==> config.mk <==
export PLATFORM = sky130hd
export DESIGN_NAME = meim_event_mask
export DESIGN_NICKNAME = d
export VERILOG_FILES = /design/src/rtl/meim_pkg.sv /design/src/rtl/meim_edge_watch.sv /design/src/rtl/meim_event_mask.sv
export VERILOG_INCLUDE_DIRS = /design/src /design/src/rtl
export SDC_FILE = /design/constraint.sdc
export NUM_CORES = 1
export LEC_CHECK = 0
export BUFFER_PORTS_ARGS = -buffer_cell sky130_fd_sc_hd__buf_2
export CORE_MARGIN = 2
export CORE_UTILIZATION = 35
export CTS_CLUSTER_DIAMETER = 100
export DETAILED_ROUTE_END_ITERATION = 12
export GPL_ROUTABILITY_DRIVEN = 0
export HOLD_SLACK_MARGIN = 0.02
export PLACE_DENSITY = 0.55
export SLEW_MARGIN = 20
export SYNTH_ARGS = -nofsm -noshare
export SYNTH_HDL_FRONTEND = slang
export SYNTH_HIERARCHICAL = 1
export SYNTH_SLANG_ARGS = --single-unit
==> constraint.sdc <==
create_clock -name i_clock -period 2.2 [get_ports i_clock]
set_input_delay 0.44 -clock i_clock [delete_from_list [all_inputs] [get_ports i_clock]]
set_output_delay 0.44 -clock i_clock [all_outputs]
set_load 0.03 [all_outputs]
==> src/rtl/meim_defs.svh <==
// Purpose: Offsets, field positions, reset values and timing counts for the event mask block.
// Assumes: Word-indexed register port; one register per index.
// Notes: Included by the package and the design modules.
`ifndef MEIM_DEFS_SVH
`define MEIM_DEFS_SVH

// =====================================================================
// Register indexes
// =====================================================================
`define MEIM_ADDR_W 16
`define MEIM_OFF_MASK_ONE 16'he50a
`define MEIM_OFF_MASK_TWO 16'he50b
`define MEIM_OFF_STATUS_ONE 16'he502
`define MEIM_OFF_STATUS_TWO 16'he503
`define MEIM_OFF_ACCUMULATION_MODE_REG 16'he701
`define MEIM_OFF_PULSE_OUTPUT_CONFIG_REG 16'he610
`define MEIM_OFF_IRQ_STATUS 16'he5f0
`define MEIM_OFF_IRQ_MASK 16'he5f1

// =====================================================================
// Field positions
// =====================================================================
`define MEIM_BIT_PSUM1 9
`define MEIM_BIT_REVRP_A 10
`define MEIM_BIT_PSUM2 13
`define MEIM_BIT_CF1 14
`define MEIM_BIT_COMPUTE_DONE_EN 17
`define MEIM_BIT_PSUM3 18
`define MEIM_MASK_ONE_LIVE 32'h0007fe00
`define MEIM_MASK_ONE_KEEP 32'h0007ffff
`define MEIM_BIT_NO_LOAD_TOTAL_EN 0
`define MEIM_BIT_NO_LOAD_FUNDAMENTAL_EN 1
`define MEIM_BIT_NO_LOAD_APPARENT_EN 2
`define MEIM_BIT_MISSING_CROSSING_VOLT_A_EN 3
`define MEIM_BIT_MISSING_CROSSING_VOLT_B_EN 4
`define MEIM_MASK_TWO_LIVE 32'h0000001f
`define MEIM_BIT_REACTIVE_SIGN_SOURCE_SEL 7
`define MEIM_BIT_PULSE_OUT_ONE_DISABLE 9
`define MEIM_PULSE_OUTPUT_CONFIG_REG_KEEP 32'h00000fff
`define MEIM_ACCUMULATION_MODE_REG_KEEP 32'h000000ff

// =====================================================================
// Reset values and timing
// =====================================================================
`define MEIM_RST_WORD 32'h00000000
`define MEIM_RST_PULSE_OUTPUT_CONFIG_REG 32'h00000e88
`define MEIM_CLK_HZ 100000000
`define MEIM_DSP_RATE_HZ 8000
`define MEIM_DSP_CYCLES (`MEIM_CLK_HZ / `MEIM_DSP_RATE_HZ)

`endif

==> src/rtl/meim_pkg.sv <==
// Purpose: Types shared by the event mask block.
// Assumes: Constants come from meim_defs.svh.
// Notes: None.
`include "meim_defs.svh"

package meim_pkg;
    typedef logic [31:0] meim_word_t;
    typedef logic [`MEIM_ADDR_W-1:0] meim_addr_t;
    typedef logic [2:0] meim_sel_t;
endpackage : meim_pkg

==> src/rtl/meim_edge_watch.sv <==
// Purpose: Catches falling edges of the pulse outputs and sign flips of the watched powers.
// Assumes: All inputs synchronous to i_clock.
// Notes: One output pulse per detected event, one cycle after the input change.
`include "meim_defs.svh"
`timescale 1ns/100ps
`default_nettype none

module meim_edge_watch #(
    parameter int WIDTH = 9,
    parameter logic [8:0] FALL_ONLY = 9'h000
) (
    input wire logic i_clock,
    input wire logic i_reset_n,
    input wire logic [WIDTH-1:0] i_level,
    output logic [WIDTH-1:0] o_event
);
    import meim_pkg::*;

    typedef struct packed {
        logic [WIDTH-1:0] last;
        logic [WIDTH-1:0] seen;
        logic [WIDTH-1:0] evt;
    } meim_ew_state_t;

    meim_ew_state_t state_reg;
    meim_ew_state_t state_next;

    // =================================================================
    // Per-bit detection
    // =================================================================
    always_comb begin
        state_next = state_reg;
        state_next.last = i_level;
        state_next.seen = '1;
        for (int k = 0; k < WIDTH; k++) begin
            if (FALL_ONLY[k]) begin
                state_next.evt[k] = state_reg.seen[k] & state_reg.last[k] & ~i_level[k];
            end else begin
                state_next.evt[k] = state_reg.seen[k] & (state_reg.last[k] ^ i_level[k]);
            end
        end
    end

    always_ff @(posedge i_clock) begin
        if (!i_reset_n) begin
            state_reg <= '0;
        end else begin
            state_reg <= state_next;
        end
    end

    assign o_event = state_reg.evt;
endmodule : meim_edge_watch

`default_nettype wire

==> src/rtl/meim_event_mask.sv <==
// Purpose: Event flags and enable masks of a polyphase meter, with one level interrupt per mask.
// Assumes: Word-indexed register port; reads answer one cycle after the strobe.
// Notes: One rule to a line below.
// Function
// RULE_01: Enable bits 10-12 of mask one pass reactive-power sign flips of phases A-C, source chosen by accumulation mode bit 7.
// RULE_02: Enable bit 13 of mask one passes sign flips of the summed power of pulse path two.
// RULE_03: Enable bit 18 of mask one passes sign flips of the summed power of pulse path three.
// RULE_04: Enable bits 14-16 of mask one pass each falling edge of pulse outputs one to three.
// RULE_05: Pulse-output events still fire while the pin is disabled by configuration bits 9-11.
// RULE_06: Each pulse output follows the power chosen by its three-bit select field in the configuration register.
// RULE_07: Enable bit 17 of mask one passes the completion of each 8 kHz computation pass.
// RULE_08: Bits 31 to 19 of mask one are reserved, reset to zero and have no effect when written.
// RULE_09: Without reactive measurement the reactive sign enables stay writable but never raise an interrupt.
// RULE_10: Enable bit 0 of mask two passes a no-load entry judged on total powers.
// RULE_11: Enable bit 1 of mask two passes a no-load entry on fundamental powers, ineffective without that measurement.
// RULE_12: Enable bit 2 of mask two passes a no-load entry judged on apparent power.
// RULE_13: Enable bits 3 and 4 of mask two pass a missing voltage zero crossing on phase A or B.
// RULE_14: Enable bit 9 of mask one passes sign flips of the summed power of pulse path one.
// RULE_15: Each mask's request is high while a set flag has its enable set; the enable never alters the flag.
// RULE_16: Mask bits read back as last written, including bits inert on the fitted variant; mask one bits 31 to 19 read back as zero.
//
// Chosen here: strobed register access.
`include "meim_defs.svh"
`timescale 1ns/100ps
`default_nettype none

module meim_event_mask #(
    parameter bit HAS_REACTIVE = 1'b1,
    parameter bit HAS_FUNDAMENTAL = 1'b1,
    parameter int DSP_CYCLES = `MEIM_DSP_CYCLES
) (
    input wire logic i_clock,
    input wire logic i_reset_n,
    input wire meim_pkg::meim_addr_t i_addr,
    input wire meim_pkg::meim_word_t i_wdata,
    input wire logic i_write,
    input wire logic i_read,
    output meim_pkg::meim_word_t o_rdata,
    input wire logic [2:0] i_reactive_total,
    input wire logic [2:0] i_reactive_fund,
    input wire logic [7:0] i_power_sign,
    input wire logic [7:0] i_pulse_req,
    input wire logic [2:0] i_no_load,
    input wire logic [1:0] i_zx_missing,
    output logic [2:0] o_pulse_out,
    output logic [2:0] o_pulse_out_oe,
    output logic o_irq_one,
    output logic o_irq_two,
    output logic o_irq
);
    import meim_pkg::*;

    typedef struct packed {
        meim_word_t mask_one;
        meim_word_t mask_two;
        meim_word_t status_one;
        meim_word_t status_two;
        meim_word_t accumulation_mode_reg;
        meim_word_t pulse_output_config_reg;
        logic [1:0] irq_status;
        logic [1:0] irq_mask;
        logic [2:0] pulse;
        logic [13:0] tick_cnt;
        meim_word_t rdata;
    } meim_state_t;

    meim_state_t state_reg;
    meim_state_t state_next;

    logic [8:0] watch_level;
    logic [8:0] watch_event;
    logic [2:0] rp_sign;
    logic [2:0] path_sign;
    logic [2:0] pulse_level;
    logic dsp_done;
    logic irq_one_level;
    logic irq_two_level;
    meim_word_t set_one;
    meim_word_t set_two;
    meim_word_t ena_one;
    meim_word_t ena_two;

    // =================================================================
    // Event sources
    // =================================================================
    assign rp_sign = state_reg.accumulation_mode_reg[`MEIM_BIT_REACTIVE_SIGN_SOURCE_SEL] ? i_reactive_fund : i_reactive_total; // RULE_01

    // Each pulse path's summed-power sign and pulse follow its select field.
    always_comb begin
        for (int p = 0; p < 3; p++) begin
            path_sign[p] = i_power_sign[state_reg.pulse_output_config_reg[3*p +: 3]]; // RULE_06
            pulse_level[p] = ~i_pulse_req[state_reg.pulse_output_config_reg[3*p +: 3]]; // RULE_06
        end
    end

    assign watch_level = {pulse_level, path_sign, rp_sign};

    meim_edge_watch #(
        .WIDTH(9),
        .FALL_ONLY(9'h1c0)
    ) u_watch (
        .i_clock(i_clock),
        .i_reset_n(i_reset_n),
        .i_level(watch_level),
        .o_event(watch_event)
    );

    assign dsp_done = (state_reg.tick_cnt == 14'(DSP_CYCLES - 1));

    // Flag set vectors for both status words.
    always_comb begin
        set_one = '0;
        set_two = '0;
        set_one[`MEIM_BIT_REVRP_A +: 3] = HAS_REACTIVE ? watch_event[2:0] : 3'h0; // RULE_09
        set_one[`MEIM_BIT_PSUM1] = watch_event[3]; // RULE_14
        set_one[`MEIM_BIT_PSUM2] = watch_event[4]; // RULE_02
        set_one[`MEIM_BIT_PSUM3] = watch_event[5]; // RULE_03
        set_one[`MEIM_BIT_CF1 +: 3] = watch_event[8:6]; // RULE_04 RULE_05
        set_one[`MEIM_BIT_COMPUTE_DONE_EN] = dsp_done; // RULE_07
        set_two[`MEIM_BIT_NO_LOAD_TOTAL_EN] = i_no_load[0]; // RULE_10
        set_two[`MEIM_BIT_NO_LOAD_FUNDAMENTAL_EN] = HAS_FUNDAMENTAL & i_no_load[1]; // RULE_11
        set_two[`MEIM_BIT_NO_LOAD_APPARENT_EN] = i_no_load[2]; // RULE_12
        set_two[`MEIM_BIT_MISSING_CROSSING_VOLT_A_EN +: 2] = i_zx_missing; // RULE_13
    end

    // Effective enables: reserved and variant-inert bits never gate a request.
    always_comb begin
        ena_one = state_reg.mask_one & `MEIM_MASK_ONE_LIVE; // RULE_08
        if (!HAS_REACTIVE) begin
            ena_one[`MEIM_BIT_REVRP_A +: 3] = 3'h0; // RULE_09
        end
        ena_two = state_reg.mask_two & `MEIM_MASK_TWO_LIVE;
        if (!HAS_FUNDAMENTAL) begin
            ena_two[`MEIM_BIT_NO_LOAD_FUNDAMENTAL_EN] = 1'b0; // RULE_11
        end
    end

    assign irq_one_level = |(state_reg.status_one & ena_one); // RULE_15
    assign irq_two_level = |(state_reg.status_two & ena_two); // RULE_15

    // =================================================================
    // Register file and next state
    // =================================================================
    always_comb begin
        logic wr_one;
        logic wr_two;
        wr_one = i_write && (i_addr == `MEIM_OFF_STATUS_ONE);
        wr_two = i_write && (i_addr == `MEIM_OFF_STATUS_TWO);
        state_next = state_reg;
        state_next.tick_cnt = dsp_done ? 14'h0000 : state_reg.tick_cnt + 14'h0001;
        state_next.pulse = pulse_level;
        // Write-one-to-clear; a fresh event in the same cycle wins.
        state_next.status_one = ((state_reg.status_one & ~(wr_one ? i_wdata : '0)) | set_one);
        state_next.status_two = ((state_reg.status_two & ~(wr_two ? i_wdata : '0)) | set_two);
        state_next.irq_status = state_reg.irq_status | {irq_two_level, irq_one_level};
        if (i_write) begin
            case (i_addr)
                `MEIM_OFF_MASK_ONE: begin
                    state_next.mask_one = i_wdata & `MEIM_MASK_ONE_KEEP; // RULE_08 RULE_16
                end
                `MEIM_OFF_MASK_TWO: begin
                    state_next.mask_two = i_wdata; // RULE_16
                end
                `MEIM_OFF_ACCUMULATION_MODE_REG: begin
                    state_next.accumulation_mode_reg = i_wdata & `MEIM_ACCUMULATION_MODE_REG_KEEP;
                end
                `MEIM_OFF_PULSE_OUTPUT_CONFIG_REG: begin
                    state_next.pulse_output_config_reg = i_wdata & `MEIM_PULSE_OUTPUT_CONFIG_REG_KEEP;
                end
                `MEIM_OFF_IRQ_STATUS: begin
                    state_next.irq_status = (state_reg.irq_status & ~i_wdata[1:0])
                        | {irq_two_level, irq_one_level};
                end
                `MEIM_OFF_IRQ_MASK: begin
                    state_next.irq_mask = i_wdata[1:0];
                end
                default: begin
                end
            endcase
        end
        state_next.rdata = '0;
        if (i_read) begin
            case (i_addr)
                `MEIM_OFF_MASK_ONE: state_next.rdata = state_reg.mask_one; // RULE_16
                `MEIM_OFF_MASK_TWO: state_next.rdata = state_reg.mask_two; // RULE_16
                `MEIM_OFF_STATUS_ONE: state_next.rdata = state_reg.status_one;
                `MEIM_OFF_STATUS_TWO: state_next.rdata = state_reg.status_two;
                `MEIM_OFF_ACCUMULATION_MODE_REG: state_next.rdata = state_reg.accumulation_mode_reg;
                `MEIM_OFF_PULSE_OUTPUT_CONFIG_REG: state_next.rdata = state_reg.pulse_output_config_reg;
                `MEIM_OFF_IRQ_STATUS: state_next.rdata = {30'h0, state_reg.irq_status};
                `MEIM_OFF_IRQ_MASK: state_next.rdata = {30'h0, state_reg.irq_mask};
                default: state_next.rdata = '0;
            endcase
        end
    end

    always_ff @(posedge i_clock) begin
        if (!i_reset_n) begin
            state_reg <= '0;
            state_reg.pulse_output_config_reg <= `MEIM_RST_PULSE_OUTPUT_CONFIG_REG;
            state_reg.pulse <= 3'h7;
        end else begin
            state_reg <= state_next;
        end
    end

    // =================================================================
    // Outputs
    // =================================================================
    // A pin with its configuration bit 9-11 clear is released; its event still sets the flag above.
    always_comb begin
        for (int p = 0; p < 3; p++) begin
            o_pulse_out_oe[p] = state_reg.pulse_output_config_reg[`MEIM_BIT_PULSE_OUT_ONE_DISABLE + p]; // RULE_05
        end
    end

    assign o_pulse_out = state_reg.pulse;
    assign o_rdata = state_reg.rdata;
    assign o_irq_one = irq_one_level;
    assign o_irq_two = irq_two_level;
    assign o_irq = |(state_reg.irq_status & state_reg.irq_mask);
endmodule : meim_event_mask

`default_nettype wire

==> flow_summary.yaml, run 1 <==
timing:
  setup_viol: 0
  finalHoldViolations: 0
  clock.fmax_ghz: 0.470
  fin_crit_ns: 2.13
  relSlewSlack_pct: 68.0
  fin_crit_sh_pct: 96.7
  rsz0062_at_grt: "true"
  finClkSkew_ns: 0.00712
  worstMarginPinSlew_ns: 0.478
  slew_violations: 0
detailed_routing:
  dr.pass1.iters: 6
  num_vias: 6937
  drt-vias-per-instance: 4.95
  drt_iter0_markers: 457
  ant_nets: 0
  drt_drc_violations_left: 0
  wl_um: 23300
  wl_per_cell_um: 16.6
hold_path:
  hold_depth: 2
  hold_end: "state_reg[118]"
  hp-start: "i_no_load[1]"
  hp-class: "in -> reg"
synthesis:
  synthFlopType: "dfxtp_1"
  synth_top_family_by_area: "simple AND/OR/NAND/NOR gates"
  synth.yosys.seq_area_share_pct: 46.5
  synth_top_area_share_pct: 46.5
  yosys.area_share.simple_pct: 18.8
  synthXorXnorAreaFrac_pct: 1.77
  netlist_top_cells_area: "dfxtp_1 46%, nand2_1 7.2%, buf_4 4.3%"
  synth-edff-count: 0
  syn_inst: 958
  yosys.area.top_type: "dfxtp_1"
  avgSynthCellArea_um2: 9.31
  async_flop_share_pct: 0
  syn_area_mm2: 0.00892
  synth-compound-area-share_pct: 15.2
  muxShareOfSynthArea_pct: 10.3
  syn_nets: 1038
  yosys_register_bits: 207
  synth_cell_type_count: 53
  ys.warnings.count: 6
  synth_fa_ha_area_share_pct: 0.140
global_route:
  grt_max_degree: 82
  grt_usage_pct: 17.4
  grt_busiest_layer: "met2"
  grt_pass1_wl_um: 37000
  antenna_found_initial: 1
  use_met3_pct: 2.69
  grt.overflow.total: 0
  met1_usage_pct: 24.5
  met2_usage_pct: 27.7
  first_global_vias: 6668
cells_and_area:
  nets: 1137
  multi_input_area_mm2: 0.00416
  fill_cells: 2549
  largest_register_ffs: 135
  drive_gt1_share_pct: 27.6
  seq_area_mm2: 0.00415
  postLayoutCellArea_mm2: 0.0107
  syn_to_final_growth_pct: 19.8
floorplanning:
  initial_core_util_pct: 35.5
  dieArea_mm2: 0.0268
  die_w_um: 164
  row_count: 58
  core_area_mm2: 0.0251
  die_h_um: 164
  ios: 120
setup_path:
  critical-path-max-stage-delay_ns: 0.32
  path_buf_inv: 1
  r2r_start: "state_reg[53]"
  worstSetupEndpointType: "output pin"
  worst_ep_required_time_ns: 1.76
  r2r-end: "u_watch/o_event[3]"
  startpoint_type: "flop"
  cp_slowest_cell: "dfxtp_2"
  worst_ep_arrival_time_ns: 1.69
  rr_worst_depth: 4
  path_cells: "a22o_1 > a221oi_2 > nand4_1 > buf_6"
  critPathKind: "reg -> out"
  crit_path_max_fanout: 3
  cpLargestDelayFamily: "compound AO/OA/AOI/OAI gates"
  crit_start: "ena_one[18]"
  rrSetupSlack_ns: 0.44
run:
  cap_violations: 0
run_status:
  status: "finished clean"
placed_design:
  hpwl_um: 16300
  port_buffers: 119
  dpl_cell_area_mm2: 0.00992
cts:
  holdBufCountCts: 0
  htreeDepth: 1
  cts_root_buffer: "clkbuf_16"
  clk_path_buf_depth: 3
  cts_buffers: 23
  clkTransAtPathRegs_ns: 0.06
  clk_latency_ns: 0.51
  clock-sinks: 207
  cts_tree: "yes"
power:
  cellPowerDensity_mw_per_mm2: 745
  p_leak_nw: 4.07
  finalPower_mw: 7.97
  irDropWorstVdd_mv: 0.407
metrics by stage:
step	setup WS (ns)	hold WS [ns]	TNS (ns)	utilization, %	std cells
2_1_floorplan	0.00472	0.409	0	-	958
3_3_place_gp	-0.299	0.415	-26.15	39.5	1361
3_5_place_dp	-0.325	0.420	-29.08	39.5	1361
4_1_cts	0.0492	0.119	0	42.5	1401
5_1_grt	-0.00332	0.126	-0.00332	42.6	1401
6_report	0.0729	0.139	0	42.6	1402
cell families after synthesis:
family | count (synthesis)
compound gates | 202
simple gates | 342
xor+xnor | 18
buf+inv | 115
fa+ha+maj | 1
mux | 73
flops | 207
synth_stat cells, types with 18 or more instances:
library cell and n:
mux2i_1 30, buf_4 51, nor2_1 50, a21boi_1 48
nand3_1 37, a21oi_1 68, a21boi_0 23, o21a_1 18
dfxtp_1 207, clkbuf_1 39, nand2_1 170, mux2_2 31
what timing repair did:
action,CTS,global route
buffers inserted,1,0
gates resized for setup,3,2
pin swaps,1,2
endpoints found under the setup margin,1,1
worst max path at each step:
stage,end,slack [ns],depth (start not counted)
2_1_floorplan,state_reg[56],0.005,8
3_3_place_gp,state_reg[158],-0.30,8
3_5_place_dp,state_reg[158],-0.33,8
4_1_cts,o_irq_one,0.05,4
5_1_grt,o_irq_one,-0.003,4
6_report,o_irq_one,0.07,4
where the power goes:
group          total (mW)  leakage, nW  switching [mW]  internal, mW
combinational       0.397         2.03           0.211         0.187
sequential           3.82         1.68          0.0265          3.79
clock                3.75        0.372            1.49          2.26
total                7.97         4.07            1.73          6.23
routing by layer:
layer / share of wire [%] / wire length [um]
met1: 48 / 11100
met2: 45 / 10400
met3: 5.1 / 1180
met4: 2.4 / 569
met5: 0 / 0
area by class of cell:
| class | instances | area share [%] |
|---|---|---|
| Multi-Input combinational cell | 636 | 38.9 |
| Clock inverter | 6 | 0.550 |
| Antenna cell | 1 | 0.0234 |
| Inverter | 2 | 0.0702 |
| Tap cell | 330 | 3.86 |
| Sequential cell | 207 | 38.8 |
| Clock buffer | 33 | 6.39 |
| Timing Repair Buffer | 187 | 11.4 |
layout by cell type, fill, tap and decap left out, drive strengths merged, types with 4 or more instances in the layout:
master and instances:
dfxtp 207, buf 187, nand2 171, a21boi 71
a21oi 68, nor2 52, nand3 37, clkbuf 33
mux2 31, mux2i 30, o21a 18, nor2b 15
a31oi 15, nand3b 13, mux4 12, and2 11
xnor2 10, xor2 8, a22oi 7, nand2b 6
a32oi 6, a22o 5, a222oi 5, nor3 5
nor4 5, nand4 4, or3 4, and3 4
clkinv 4, nor3b 4
No activity file was read; power rests on OpenSTA's default activity.
==> run 2: changes to the inputs <==
BUFFER_PORTS_ARGS = unset   (was -buffer_cell sky130_fd_sc_hd__buf_2)
DONT_BUFFER_PORTS = 1   (was unset)
PLACE_DENSITY = 0.51   (was 0.55)
==> flow_summary.yaml, run 2 (synthesis gave the netlist of run 1 again) <==
timing:
  worstMarginPinSlew_ns: 0.477
  slew_violations: 0
  tns_ns: 0
  relSlewSlack_pct: 68.1
  fin_crit_sh_pct: 94.7
  clock.fmax_ghz: 0.480
  setup_viol: 0
  fin_crit_ns: 2.08
  rsz0062_at_grt: "false"
  setup_slack_ns: 0.117
  hold_ws_ns: 0.0635
  finClkSkew_ns: 0.0114
  finalHoldViolations: 0
cts:
  clk_path_buf_depth: 3
  htreeDepth: 1
  cts_root_buffer: "clkbuf_16"
  cts_buffers: 23
  clkTransAtPathRegs_ns: 0.06
  cts_tree: "yes"
  clock-sinks: 207
  clk_latency_ns: 0.50
cells_and_area:
  nets: 1030
  largest_register_ffs: 135
  antenna-diode-count: 0
  final_cell_mix: "207 x dfxtp_1, 170 x nand2_1, 68 x a21oi_1"
  final_cells: 1295
  final_core_util_pct: 40.9
  drive_gt1_share_pct: 15.8
  layout_commonest_cell: "dfxtp_1"
  syn_to_final_growth_pct: 15.2
  postLayoutCellArea_mm2: 0.0103
detailed_routing:
  drt_drc_violations_left: 0
  ant_nets: 0
  wl_um: 23800
  drt_iter0_markers: 480
  drt-vias-per-instance: 5.10
  num_vias: 6607
  dr.pass1.iters: 7
  wl_per_cell_um: 18.4
power:
  cellPowerDensity_mw_per_mm2: 763
  swShare_pct: 20.7
  p_sw_mw: 1.62
  finalPower_mw: 7.84
  internal_power_mw: 6.22
  p_leak_nw: 3.59
  irDropWorstVdd_mv: 0.586
  p_comb_share_pct: 2.9
  power_frac_clock_pct: 48.4
  seq_power_share_pct: 48.7
global_route:
  use_met3_pct: 3.63
  grt_pass1_wl_um: 37500
  antenna_found_initial: 0
  met1_usage_pct: 24.7
  grt_max_degree: 155
  met2_usage_pct: 28.4
  first_global_vias: 6469
  grt.overflow.total: 0
  grt_busiest_layer: "met2"
  grt_usage_pct: 17.8
placed_design:
  hpwl_um: 15400
  port_buffers: 0
  dpl_cell_area_mm2: 0.00918
  placed_cells: 1220
  dp_slack_ns: -0.217
setup_path:
  cp_slowest_cell: "dfxtp_1"
  critical-path-max-stage-delay_ns: 0.33
  crit_path_max_fanout: 3
  critPathKind: "reg -> out"
  worst_ep_arrival_time_ns: 1.64
  startpoint_type: "flop"
  path_cells: "a22o_1 > a221oi_1 > nand4_1 > buf_4"
  worst_ep_required_time_ns: 1.76
  worstSetupEndpointType: "output pin"
floorplanning:
  core_area_mm2: 0.0251
  ios: 120
  initial_core_util_pct: 35.5
  die_h_um: 164
  die_w_um: 164
  dieArea_mm2: 0.0268
  row_count: 58
hold_path:
  hp-class: "in -> reg"
run_status:
  status: "finished clean"
run:
  cap_violations: 0
-- run 2: cell count changes in the layout (fill, tap and decap cells not counted), moves of 3 or more --
cell           change
clkbuf_8           -3
buf_2            -117
dlygate4sd3_1     +34
buf_4             -25
-- run 2: power groups by stage --
| stage | clock [mW] | sequential (mW) | combinational (mW) |
|---|---|---|---|
| floorplan | 0 | 3.89 | 0.223 |
| global placement | 0 | 3.90 | 0.165 |
| detailed placement | 0 | 3.90 | 0.166 |
| CTS | 3.91 | 3.82 | 0.230 |
| global route | 4.06 | 3.82 | 0.246 |
| finish | 3.79 | 3.82 | 0.228 |
-- run 2: final timing paths --
kind,slack (ns),start,depth (start not counted),to
setup / recovery,0.12,state_reg[167],4,o_irq_one
hold / removal,0.06,i_wdata[21],2,state_reg[202]
setup reg to reg,0.42,state_reg[53],4,u_watch/o_event[3]
hold reg to reg,0.43,state_reg[134],2,state_reg[134]
-- run 2: final cells by class --
cell class	instances	area [um2]
clock buffer	31	646
clock inverter	9	97.6
fill	2522	14800
inverter	2	7.51
multi-input combinational	636	4160
sequential	207	4140
tap	330	413
timing repair buffer	80	811
-- run 2: routing by layer --
metal / share of wire (%) / vias to the layer above
li1: - / 3240
met1: 48 / 3174
met2: 45 / 159
met3: 5.1 / 34
met4: 2.0 / 0
met5: 0 / -
-- run 2: repair_timing --
item	in CTS	in global routing
setup endpoints to repair	1	1
hold buffers	34	0
endpoints found under the hold margin	50	0
gates resized for setup	0	0
pin swaps	1	1
setup buffers	1	0
-- run 2: critical path, delay by kind of cell (launching register included) --
family / cells / cell delay [ns]
AND/OR/NAND/NOR: 1 / 0.15
flip-flops: 1 / 0.33
buffers and inverters: 1 / 0.20
AO/OA/AOI/OAI: 2 / 0.46
==> run 3: changes to the inputs <==
CORE_UTILIZATION = 40   (was 35)
PLACE_DENSITY = 0.56   (was 0.51)
==> flow_summary.yaml, run 3 (synthesis gave the netlist of run 1 again) <==
floorplanning:
  die_h_um: 153
  ios: 120
  dieArea_mm2: 0.0235
  die_w_um: 153
  core_area_mm2: 0.0219
  row_count: 54
  initial_core_util_pct: 40.8
cells_and_area:
  nets: 1027
  largest_register_ffs: 135
  final_cell_mix: "207 x dfxtp_1, 170 x nand2_1, 68 x a21oi_1"
  antenna-diode-count: 0
  final_cells: 1240
  syn_to_final_growth_pct: 14.2
  layout_commonest_cell: "dfxtp_1"
  drive_gt1_share_pct: 15.6
timing:
  finClkSkew_ns: 0.0110
  worstMarginPinSlew_ns: 0.496
  fin_crit_ns: 2.08
  finalHoldViolations: 0
  clock.fmax_ghz: 0.480
  fin_crit_sh_pct: 94.7
  setup_viol: 0
  rsz0062_at_grt: "false"
  relSlewSlack_pct: 66.0
  slew_violations: 0
power:
  cellPowerDensity_mw_per_mm2: 769
  p_leak_nw: 3.57
  irDropWorstVdd_mv: 0.760
  finalPower_mw: 7.84
detailed_routing:
  drt_drc_violations_left: 0
  ant_nets: 0
  drt-vias-per-instance: 5.36
  wl_per_cell_um: 18.7
  num_vias: 6644
  drt_iter0_markers: 346
  dr.pass1.iters: 4
  wl_um: 23200
run_status:
  status: "finished clean"
global_route:
  antenna_found_initial: 0
  grt_usage_pct: 19.5
  grt.overflow.total: 0
  first_global_vias: 6549
  grt_pass1_wl_um: 37100
  grt_max_degree: 153
cts:
  htreeDepth: 1
  clk_latency_ns: 0.50
  cts_root_buffer: "clkbuf_16"
  cts_buffers: 23
  clkTransAtPathRegs_ns: 0.06
  clk_path_buf_depth: 3
  cts_tree: "yes"
  clock-sinks: 207
hold_path:
  hp-class: "in -> reg"
placed_design:
  hpwl_um: 14700
  placed_cells: 1168
  port_buffers: 0
setup_path:
  worstSetupEndpointType: "output pin"
  worst_ep_required_time_ns: 1.76
  crit_path_max_fanout: 3
  worst_ep_arrival_time_ns: 1.64
  startpoint_type: "flop"
  critPathKind: "reg -> out"
run:
  cap_violations: 0
==> run 3: cell types whose count changed in the layout (fill, tap and decap cells not counted), sizes merged <==
cell,delta
clkinv,-2
clkbuf,-1
inv,+1
dlygate4sd3,-1
buf,-2
==> run 3: timing repair <==
action                     in CTS  in global routing
gates cloned                    0                  0
setup buffers                   1                  0
gates resized for setup         0                  1
setup endpoints to repair       1                  1
pin swaps                       1                  1
hold buffers                   33                  0
hold endpoints to repair       53                  0
==> run 3: critical path, stage by stage (launching register included) <==
cell	delay, ns
dfxtp_1	0.33
a22o_1	0.26
a221oi_2	0.19
nand4_1	0.16
buf_4	0.20
==> run 3: routing by layer <==
layer,up-vias,track usage (%),part of all wire [%]
met5,-,0,0
met4,0,5.42,2.6
met3,33,3.74,6.3
met2,201,30.8,45
met1,3157,27.4,46
li1,3253,-,-
==> run 3: final timing paths <==
| path | startpoint | end | slack (ns) | cells past startpoint |
|---|---|---|---|---|
| max | state_reg[167] | o_irq_one | 0.12 | 4 |
| min reg2reg | state_reg[152] | state_reg[152] | 0.43 | 2 |
| max reg2reg | state_reg[53] | u_watch/state_reg[24] | 0.36 | 3 |
| min | i_no_load[0] | state_reg[117] | 0.06 | 1 |
==> run 3: area by class of cell <==
type | count | area [um2]
Timing Repair Buffer | 77 | 786
Clock buffer | 30 | 642
Inverter | 2 | 7.51
Fill cell | 2163 | 11700
Tap cell | 280 | 350
Clock inverter | 8 | 96.3
Multi-Input combinational cell | 636 | 4160
Sequential cell | 207 | 4140
==> run 3: through the flow <==
step	worst slack, ns	utilization [%]	area, um2	hold WS [ns]	setup TNS (ns)
finish	0.116	46.5	10200	0.0584	0
CTS	0.0123	46.5	10200	0.0258	0
detailed placement	-0.160	41.6	9100	0.420	-10.92
global placement	-0.139	41.6	9100	0.415	-7.45
floorplan	0.00472	-	8930	0.409	0
global route	0.0419	46.5	10200	0.0367	0
==> run 3: power by group <==
part | internal (mW) | switching [mW]
combinational | 0.152 | 0.0766
sequential | 3.79 | 0.0320
clock | 2.28 | 1.51
